`src/design/ildd_map.svh`:
```
// Address constants for the logical device I/O decoder
// How it works
// - Relocatable bases come from configuration inputs.
// - Every register access moves one byte.
// - Programmed I/O and DMA cycles both accepted.
// - Zero wait except parallel port and clock cycles.
// - All sixteen address bits are compared.
// - Parallel base range, enhanced needs 8-byte alignment.
// - Parallel offsets 0-2 and 400h-402h decoded.
// - Clock index 70h/74h, data 71h/76h.
// - Keyboard data 60h, command/status 64h.
`ifndef ILDD_MAP_SVH
`define ILDD_MAP_SVH

// Fixed windows
`define ILDD_RTC_ADDR0 16'h0070
`define ILDD_RTC_ADDR1 16'h0074
`define ILDD_RTC_DATA0 16'h0071
`define ILDD_RTC_DATA1 16'h0076
`define ILDD_KBD_DATA 16'h0060
`define ILDD_KBD_CMD 16'h0064

// Relocation limits and spans
`define ILDD_RELOC_MIN 16'h0100
`define ILDD_PAR_MAX 16'h0ffc
`define ILDD_SER_MAX 16'h0ff8
`define ILDD_PAR_STD_SPAN 16'h0003
`define ILDD_PAR_ENH_SPAN 16'h0008
`define ILDD_PAR_EXT_FIRST 16'h0400
`define ILDD_PAR_EXT_LAST 16'h0402
`define ILDD_FDC_HOLE 3'h6

// Register index codes on reg_idx_o
`define ILDD_IDX_PAR_EXT 2'h2
`define ILDD_IDX_FDC_FIFO 4'h5
`define ILDD_IDX_PAR_FIFO 4'h8
`define ILDD_IDX_RTC_ADDR 4'h0
`define ILDD_IDX_RTC_DATA 4'h1
`define ILDD_IDX_KBD_DATA 4'h0
`define ILDD_IDX_KBD_CMD 4'h1
`define ILDD_IDX_NONE 4'h0

`endif

```
`src/design/ildd_pkg.sv`:
```
// Types shared by the logical device I/O decoder
package ildd_pkg;
  typedef enum logic [2:0] {
    ildd_dev_none = 3'b000,
    ildd_dev_floppy = 3'b001,
    ildd_dev_parport = 3'b010,
    ildd_dev_serial1 = 3'b011,
    ildd_dev_serial2 = 3'b100,
    ildd_dev_rtc = 3'b101,
    ildd_dev_kbd = 3'b110
  } ildd_dev_t;
endpackage

```
`src/design/ildd_dec_if.sv`:
```
// Carrier between the decoder core and its address matcher
`timescale 1ns/100ps
`default_nettype none
interface ildd_dec_if;
  import ildd_pkg::*;
  logic [15:0] addr;
  logic [15:0] fdc_base;
  logic [15:0] par_base;
  logic [15:0] ser1_base;
  logic [15:0] ser2_base;
  logic [3:0] win_en;
  logic par_enh_mode;
  ildd_dev_t dev;
  logic [3:0] idx;
  logic enh_ok;
  modport ctl (output addr, fdc_base, par_base, ser1_base, ser2_base, win_en, par_enh_mode,
               input dev, idx, enh_ok);
  modport dec (input addr, fdc_base, par_base, ser1_base, ser2_base, win_en, par_enh_mode,
               output dev, idx, enh_ok);
endinterface
`default_nettype wire

```
`src/design/ildd_addr_decode.sv`:
```
// Combinational address matcher for all logical device windows
`timescale 1ns/100ps
`default_nettype none
`include "ildd_map.svh"
module ildd_addr_decode (
  // Address and configuration in, selection out
  ildd_dec_if.dec dif
);
  import ildd_pkg::*;

  logic [15:0] par_al;
  logic [15:0] par_diff;
  logic par_ok;
  logic ser1_ok;
  logic ser2_ok;
  logic fdc_hit;
  logic par_std_hit;
  logic par_ext_hit;
  logic ser1_hit;
  logic ser2_hit;

  // Window base checks; a base outside its range disables the window
  assign par_al = {dif.par_base[15:2], 2'b00};
  assign par_ok = dif.win_en[1] && par_al >= `ILDD_RELOC_MIN && par_al <= `ILDD_PAR_MAX;
  assign ser1_ok = dif.win_en[2] && {dif.ser1_base[15:3], 3'b000} >= `ILDD_RELOC_MIN
                   && {dif.ser1_base[15:3], 3'b000} <= `ILDD_SER_MAX;
  assign ser2_ok = dif.win_en[3] && {dif.ser2_base[15:3], 3'b000} >= `ILDD_RELOC_MIN
                   && {dif.ser2_base[15:3], 3'b000} <= `ILDD_SER_MAX;
  // Enhanced mode only when the parallel base sits on an 8-byte boundary
  assign dif.enh_ok = par_ok && (dif.par_base[2] == 1'b0);

  // Full-width matches; the subtraction keeps all sixteen bits in play
  assign par_diff = dif.addr - par_al;
  assign fdc_hit = dif.win_en[0] && dif.addr[15:3] == dif.fdc_base[15:3]
                   && dif.addr[2:0] != `ILDD_FDC_HOLE;
  assign par_std_hit = par_ok && (par_diff < `ILDD_PAR_STD_SPAN
                       || (dif.par_enh_mode && dif.enh_ok && par_diff < `ILDD_PAR_ENH_SPAN));
  assign par_ext_hit = par_ok && par_diff >= `ILDD_PAR_EXT_FIRST
                       && par_diff <= `ILDD_PAR_EXT_LAST;
  assign ser1_hit = ser1_ok && dif.addr[15:3] == dif.ser1_base[15:3];
  assign ser2_hit = ser2_ok && dif.addr[15:3] == dif.ser2_base[15:3];

  // Priority select; overlapping windows resolve to the earlier device
  always_comb begin
    dif.dev = ildd_dev_none;
    dif.idx = `ILDD_IDX_NONE;
    if (fdc_hit) begin
      dif.dev = ildd_dev_floppy;
      dif.idx = {1'b0, dif.addr[2:0]};
    end else if (par_std_hit) begin
      dif.dev = ildd_dev_parport;
      dif.idx = {1'b0, par_diff[2:0]};
    end else if (par_ext_hit) begin
      dif.dev = ildd_dev_parport;
      dif.idx = {`ILDD_IDX_PAR_EXT, par_diff[1:0]};
    end else if (ser1_hit) begin
      dif.dev = ildd_dev_serial1;
      dif.idx = {1'b0, dif.addr[2:0]};
    end else if (ser2_hit) begin
      dif.dev = ildd_dev_serial2;
      dif.idx = {1'b0, dif.addr[2:0]};
    end else if (dif.addr == `ILDD_RTC_ADDR0 || dif.addr == `ILDD_RTC_ADDR1) begin
      dif.dev = ildd_dev_rtc;
      dif.idx = `ILDD_IDX_RTC_ADDR;
    end else if (dif.addr == `ILDD_RTC_DATA0 || dif.addr == `ILDD_RTC_DATA1) begin
      dif.dev = ildd_dev_rtc;
      dif.idx = `ILDD_IDX_RTC_DATA;
    end else if (dif.addr == `ILDD_KBD_DATA) begin
      dif.dev = ildd_dev_kbd;
      dif.idx = `ILDD_IDX_KBD_DATA;
    end else if (dif.addr == `ILDD_KBD_CMD) begin
      dif.dev = ildd_dev_kbd;
      dif.idx = `ILDD_IDX_KBD_CMD;
    end
  end
endmodule
`default_nettype wire

```
`src/design/ildd_decoder.sv`:
```
// Top of the logical device I/O decoder: pin sync, cycle qualify, registered select
`timescale 1ns/100ps
`default_nettype none
`include "ildd_map.svh"
module ildd_decoder (
  // Clock, enable and reset
  input wire logic core_clk_i,
  input wire logic ce_i,
  input wire logic reset_n_i,
  // ISA bus pins
  input wire logic [15:0] isa_addr_i,
  input wire logic isa_ior_n_i,
  input wire logic isa_iow_n_i,
  input wire logic isa_aen_i,
  input wire logic isa_dack_n_i,
  // Configuration from the on-chip configuration logic
  input wire logic [15:0] fdc_base_i,
  input wire logic [15:0] par_base_i,
  input wire logic [15:0] ser1_base_i,
  input wire logic [15:0] ser2_base_i,
  input wire logic [3:0] win_en_i,
  input wire logic par_enh_mode_i,
  input wire ildd_pkg::ildd_dev_t dma_dev_i,
  // Zero wait indication, open-drain style
  output logic zero_wait_n_o,
  output logic zero_wait_oe_o,
  // Selection towards the logical devices
  output ildd_pkg::ildd_dev_t dev_sel_o,
  output logic [3:0] reg_idx_o,
  output logic rd_o,
  output logic wr_o,
  output logic dma_o,
  output logic access_pulse_o,
  output logic par_enh_ok_o
);
  import ildd_pkg::*;

  logic [19:0] sync1_reg;
  logic [19:0] sync2_reg;
  logic active_prev_reg;
  logic zero_wait_indication_reg;
  logic [15:0] sa;
  logic rd;
  logic wr;
  logic dack;
  logic aen;
  logic pio_cyc;
  logic dma_cyc;
  logic active;
  ildd_dev_t dev_next;
  logic [3:0] idx_next;
  logic zero_wait_indication_next;

  ildd_dec_if dif ();

  // Two-stage sync of every pin; stage one feeds stage two only
  always_ff @(posedge core_clk_i) begin
    if (!reset_n_i) begin
      sync1_reg <= 20'hf0000;
      sync2_reg <= 20'hf0000;
    end else if (ce_i) begin
      sync1_reg <= {isa_ior_n_i, isa_iow_n_i, ~isa_aen_i, isa_dack_n_i, isa_addr_i};
      sync2_reg <= sync1_reg;
    end
  end

  // Synced pin views; aen is stored inverted so reset looks idle
  assign rd = ~sync2_reg[19];
  assign wr = ~sync2_reg[18];
  assign aen = ~sync2_reg[17];
  assign dack = ~sync2_reg[16];
  assign sa = sync2_reg[15:0];

  // A strobe with aen low and no dack is programmed I/O; a strobe under dack is DMA
  assign pio_cyc = (rd || wr) && !aen && !dack;
  assign dma_cyc = (rd || wr) && dack;
  assign active = pio_cyc || dma_cyc;

  // Address matcher
  assign dif.addr = sa;
  assign dif.fdc_base = fdc_base_i;
  assign dif.par_base = par_base_i;
  assign dif.ser1_base = ser1_base_i;
  assign dif.ser2_base = ser2_base_i;
  assign dif.win_en = win_en_i;
  assign dif.par_enh_mode = par_enh_mode_i;

  ildd_addr_decode u_match (
    .dif(dif)
  );

  // DMA ignores the address bus, so the target comes from configuration
  always_comb begin
    dev_next = ildd_dev_none;
    idx_next = `ILDD_IDX_NONE;
    if (dma_cyc) begin
      dev_next = dma_dev_i;
      if (dma_dev_i == ildd_dev_floppy) begin
        idx_next = `ILDD_IDX_FDC_FIFO;
      end else if (dma_dev_i == ildd_dev_parport) begin
        idx_next = `ILDD_IDX_PAR_FIFO;
      end
    end else if (pio_cyc) begin
      dev_next = dif.dev;
      idx_next = dif.idx;
    end
  end

  // Parallel port runs full length; the clock window stays standard too
  assign zero_wait_indication_next = dev_next == ildd_dev_floppy || dev_next == ildd_dev_serial1
                     || dev_next == ildd_dev_serial2 || dev_next == ildd_dev_kbd;

  // Registered selection
  always_ff @(posedge core_clk_i) begin
    if (!reset_n_i) begin
      dev_sel_o <= ildd_dev_none;
      reg_idx_o <= `ILDD_IDX_NONE;
      rd_o <= 1'b0;
      wr_o <= 1'b0;
      dma_o <= 1'b0;
    end else if (ce_i) begin
      dev_sel_o <= dev_next;
      reg_idx_o <= idx_next;
      rd_o <= active && rd;
      wr_o <= active && wr;
      dma_o <= dma_cyc;
    end
  end

  // One pulse per strobe that selects a device, so each access moves exactly one byte
  always_ff @(posedge core_clk_i) begin
    if (!reset_n_i) begin
      active_prev_reg <= 1'b0;
      access_pulse_o <= 1'b0;
    end else if (ce_i) begin
      active_prev_reg <= active;
      access_pulse_o <= active && !active_prev_reg && dev_next != ildd_dev_none;
    end
  end

  // Zero wait drive and enhanced-mode status
  always_ff @(posedge core_clk_i) begin
    if (!reset_n_i) begin
      zero_wait_indication_reg <= 1'b0;
      par_enh_ok_o <= 1'b0;
    end else if (ce_i) begin
      zero_wait_indication_reg <= zero_wait_indication_next;
      par_enh_ok_o <= dif.enh_ok;
    end
  end

  // Pin only ever pulls low; released otherwise
  assign zero_wait_n_o = 1'b0;
  assign zero_wait_oe_o = zero_wait_indication_reg;
endmodule
`default_nettype wire

```
`config.mk`:
```
export PLATFORM = sky130hd
export DESIGN_NAME = ildd_decoder
export DESIGN_NICKNAME = d
export VERILOG_FILES = /design/src/design/ildd_pkg.sv /design/src/design/ildd_dec_if.sv /design/src/design/ildd_addr_decode.sv /design/src/design/ildd_decoder.sv
export VERILOG_INCLUDE_DIRS = /design/src /design/src/design
export SDC_FILE = /design/constraint.sdc
export NUM_CORES = 1
export LEC_CHECK = 0
export CAP_MARGIN = 20
export CORE_MARGIN = 5
export CORE_UTILIZATION = 35
export DETAILED_ROUTE_END_ITERATION = 10
export DONT_BUFFER_PORTS = 1
export GPL_ROUTABILITY_DRIVEN = 0
export PLACE_DENSITY = 0.56
export SLEW_MARGIN = 20
export SYNTH_ARGS = -nofsm -noshare
export SYNTH_HDL_FRONTEND = slang
export SYNTH_HIERARCHICAL = 1
export SYNTH_SLANG_ARGS = --single-unit
export TNS_END_PERCENT = 5
```
`constraint.sdc`:
```
create_clock -name core_clk_i -period 6.37 [get_ports core_clk_i]
set_input_delay 0.3185 -clock core_clk_i [delete_from_list [all_inputs] [get_ports core_clk_i]]
set_output_delay 0.3185 -clock core_clk_i [all_outputs]
set_load 0.005 [all_outputs]
```
==> results.txt <==
Antenna Nets Post-Route = 0
Site Rows = 36
CTS H-tree depth = 2
Die ar. = 12110 µm²
Yosys top cell area share = 0.3087
Worst setup SP type = register
Non-Filler Instances = 526
Die width = 110.0 µm
Layout fillers = 1021
TritonRoute pass-1 iters = 4
Hold_buf cts = 0
Synth unique cells = 55
Clock Sinks = 54
Clock tree from TritonCTS = built
Worst skew pair latency = 0.30 ns
Mapped Cells = 405
Slew @ Worst Pin = 0.9405 ns
Initial antenna violation count = 1
Total negative setup slack = 0 ns
Max Fclk = 282.3 MHz
Leak = 0.001410 µW
Remaining global-route overflow = 0
Kind of end point of the critical path = register
Cts bufs inserted = 5
Fin util = 0.3743
Setup WS pre-CTS = 2.846 ns
Leading area contributor after synthesis = dfxtp_1
Layout Skew = 0.007116 ns
Ys Warns = 6
Top cells by area, synth = dfxtp_1 (31%), mux2i_1 (13%), nor2b_1 (7.1%), xnor2_1 (6.0%), ha_1 (4.6%)
Final WL = 8.679 mm
DP Wirelength = 6.812 mm
FF/Latch Area = 1081 µm²
CP Data Required Time = 6.56 ns
Core footprint = 9774 µm²
Setup CP Type = register to register
Post-CTS Resized = 0
Final Hold Vio Count = 0
Max_slew headroom = 0.3672
Slew Viols, Final = 0
Final period util = 0.5561
First-pass GRT wire length = 13.85 mm
Vias = 2742
EDFF count, synth = 0
Initial DRC Count = 161
Largest net degree at the start of global routing = 62
Async S/R FF share, synth = 0
Maximum clock path buffer count = 2
RSZ-0062 raised after global routing = false
Buffers on Ports = 0
Tmin final = 3.543 ns
Setup ws final = 2.827 ns
Vias per inst = 5.213
Layout cells sized above 1 = 0.04082
Vias in the first global route = 2763
Peak supply drop = 0.08055 mV
Syn-to-layout area delta = 4.466%
Postcts setup bufs = 0
WL per Instance = 16.50 µm
Syn_nets = 514
Worst-path fanout max = 7
Root Buffer = clkbuf_8
Initial Util = 0.3583
Io pins = 109
Final #Nets = 501
Die Y = 110.0 µm
Syn_area_per_cell = 8.647 µm²
Drc violations = 0
WP data arrival = 3.73 ns
Status = complete, no violations
Placed cell count = 518
Synth Flop Type = dfxtp_1
Maxcap violations = 0
Reg clk slew, reported paths = 0.10 ns
Post-Syn Area = 3502 µm²
Final setup viols = 0
Seq cells post-synth = 54
Multi-input logic area = 2236 µm²
P per Cell Area = 177.8 nW/µm²
Sequential cell area fraction in the yosys report = 0.3087
GRT Total Usage = 0.1449
Worst hold path class = primary input to register
[cell type report]
cell class	count	area share
Multi-Input combinational cell	307	0.6111
Sequential cell	54	0.2955
Tap cell	133	0.04549
Inverter	24	0.02462
Clock buffer	5	0.01881
Clock inverter	2	0.003762
Antenna cell	1	0.0006840
[placed cells by master, fill, tap and decap left out, drive strengths merged, types with 2 or more instances in the layout]
| cell | synthesis | routed |
|---|---|---|
| o41ai | 2 | 2 |
| o211ai | 3 | 3 |
| o21ai | 18 | 18 |
| a21o | 3 | 3 |
| inv | 24 | 25 |
| nand2 | 27 | 27 |
| nor4 | 8 | 8 |
| nor3 | 6 | 6 |
| and2 | 2 | 2 |
| ha | 13 | 13 |
| and4b | 2 | 2 |
| and3 | 4 | 4 |
| xor2 | 11 | 11 |
| a221oi | 3 | 3 |
| a211oi | 2 | 2 |
| nor3b | 2 | 2 |
| nor2 | 16 | 16 |
| mux2i | 45 | 45 |
| o22ai | 4 | 4 |
| clkbuf | 10 | 5 |
| o2111ai | 4 | 4 |
| a21oi | 14 | 14 |
| xnor2 | 24 | 24 |
| dfxtp | 54 | 54 |
| or4 | 3 | 3 |
| nand4 | 4 | 4 |
| a21boi | 4 | 4 |
| nor2b | 40 | 40 |
| nand2b | 10 | 10 |
| nand3b | 4 | 4 |
| nand3 | 9 | 9 |
| a2111oi | 3 | 3 |
| a31oi | 5 | 5 |
[layer usage]
| layer | GRT usage | up-vias | part of all wire |
|---|---|---|---|
| li1 | - | 1397 | - |
| met1 | 0.1865 | 1250 | 0.44 |
| met2 | 0.2309 | 89 | 0.45 |
| met3 | 0.05125 | 6 | 0.093 |
| met4 | 0.03651 | 0 | 0.010 |
| met5 | 0 | - | 0 |
[cells in the mapped netlist, types with 3 or more instances]
master      n
a31oi_1     5
nor3_1      6
o22ai_1     3
dfxtp_1    54
clkbuf_1   10
or4_1       3
buf_4       3
o2111ai_1   4
inv_1      24
xnor2_1    24
ha_1       13
nand3_1     8
a21o_1      3
a21oi_1    13
nand2_1    27
nor2b_1    40
buf_2       7
mux2i_1    45
o211ai_1    3
nand2b_1   10
xor2_1     11
o21ai_0    18
nor4_1      8
and3_1      3
nand4_1     4
nor2_1     16
nand3b_1    4
[where the power goes]
| part | internal (µW) | total, µW | switching, µW |
|---|---|---|---|
| registers | 351 | 366 | 15.0 |
| clock network | 76.3 | 189 | 112 |
| logic | 51.5 | 95.9 | 44.4 |
| total | 479 | 651 | 172 |
[stage by stage]
step | total power [µW] | hold WS, ns | instance area (µm²)
3_3_place_gp | 466.8 | 0.3877 | 3573
2_1_floorplan | 462.8 | 0.4394 | 3502
3_5_place_dp | 469.6 | 0.3909 | 3573
5_1_grt | 687.7 | 0.04961 | 3659
4_1_cts | 663.3 | 0.06077 | 3656
6_report | 650.7 | 0.07690 | 3659
[logic make-up after synthesis]
family	share of synthesized area
buffers and inverters	0.05288
AOI/OAI and AO/OA	0.1433
and+or+nand+nor	0.2258
other	0.001071
xor gates and xnor gates	0.08753
adders and majority gates	0.05216
muxes	0.1286
DFF	0.3087
[path summary, 6_finish.rpt]
path                                      start  slack (ns)  depth (start not counted)              end
worst max-delay path               sync2_reg[3]        2.83                         15   access_pulse_o
worst min-delay path                  reset_n_i        0.08                          1    sync1_reg[19]
worst max register to register     sync2_reg[3]        2.83                         15   access_pulse_o
worst min register to register  active_prev_reg        0.48                          2  active_prev_reg
[worst max-delay path: stages (launching register included)]
cell and delay, ns:
dfxtp_1 0.57, inv_1 0.12, fa_1 0.49, nand2b_1 0.17
a21o_1 0.16, a21oi_1 0.22, xor2_1 0.12, a2111oi_2 0.36
o2111ai_1 0.20, o21bai_4 0.24, o21ai_0 0.11, nand2b_1 0.07
nand2_1 0.08, a221oi_2 0.08, nor3_1 0.29, o22ai_1 0.13
Power figures use the tool's default switching activity.
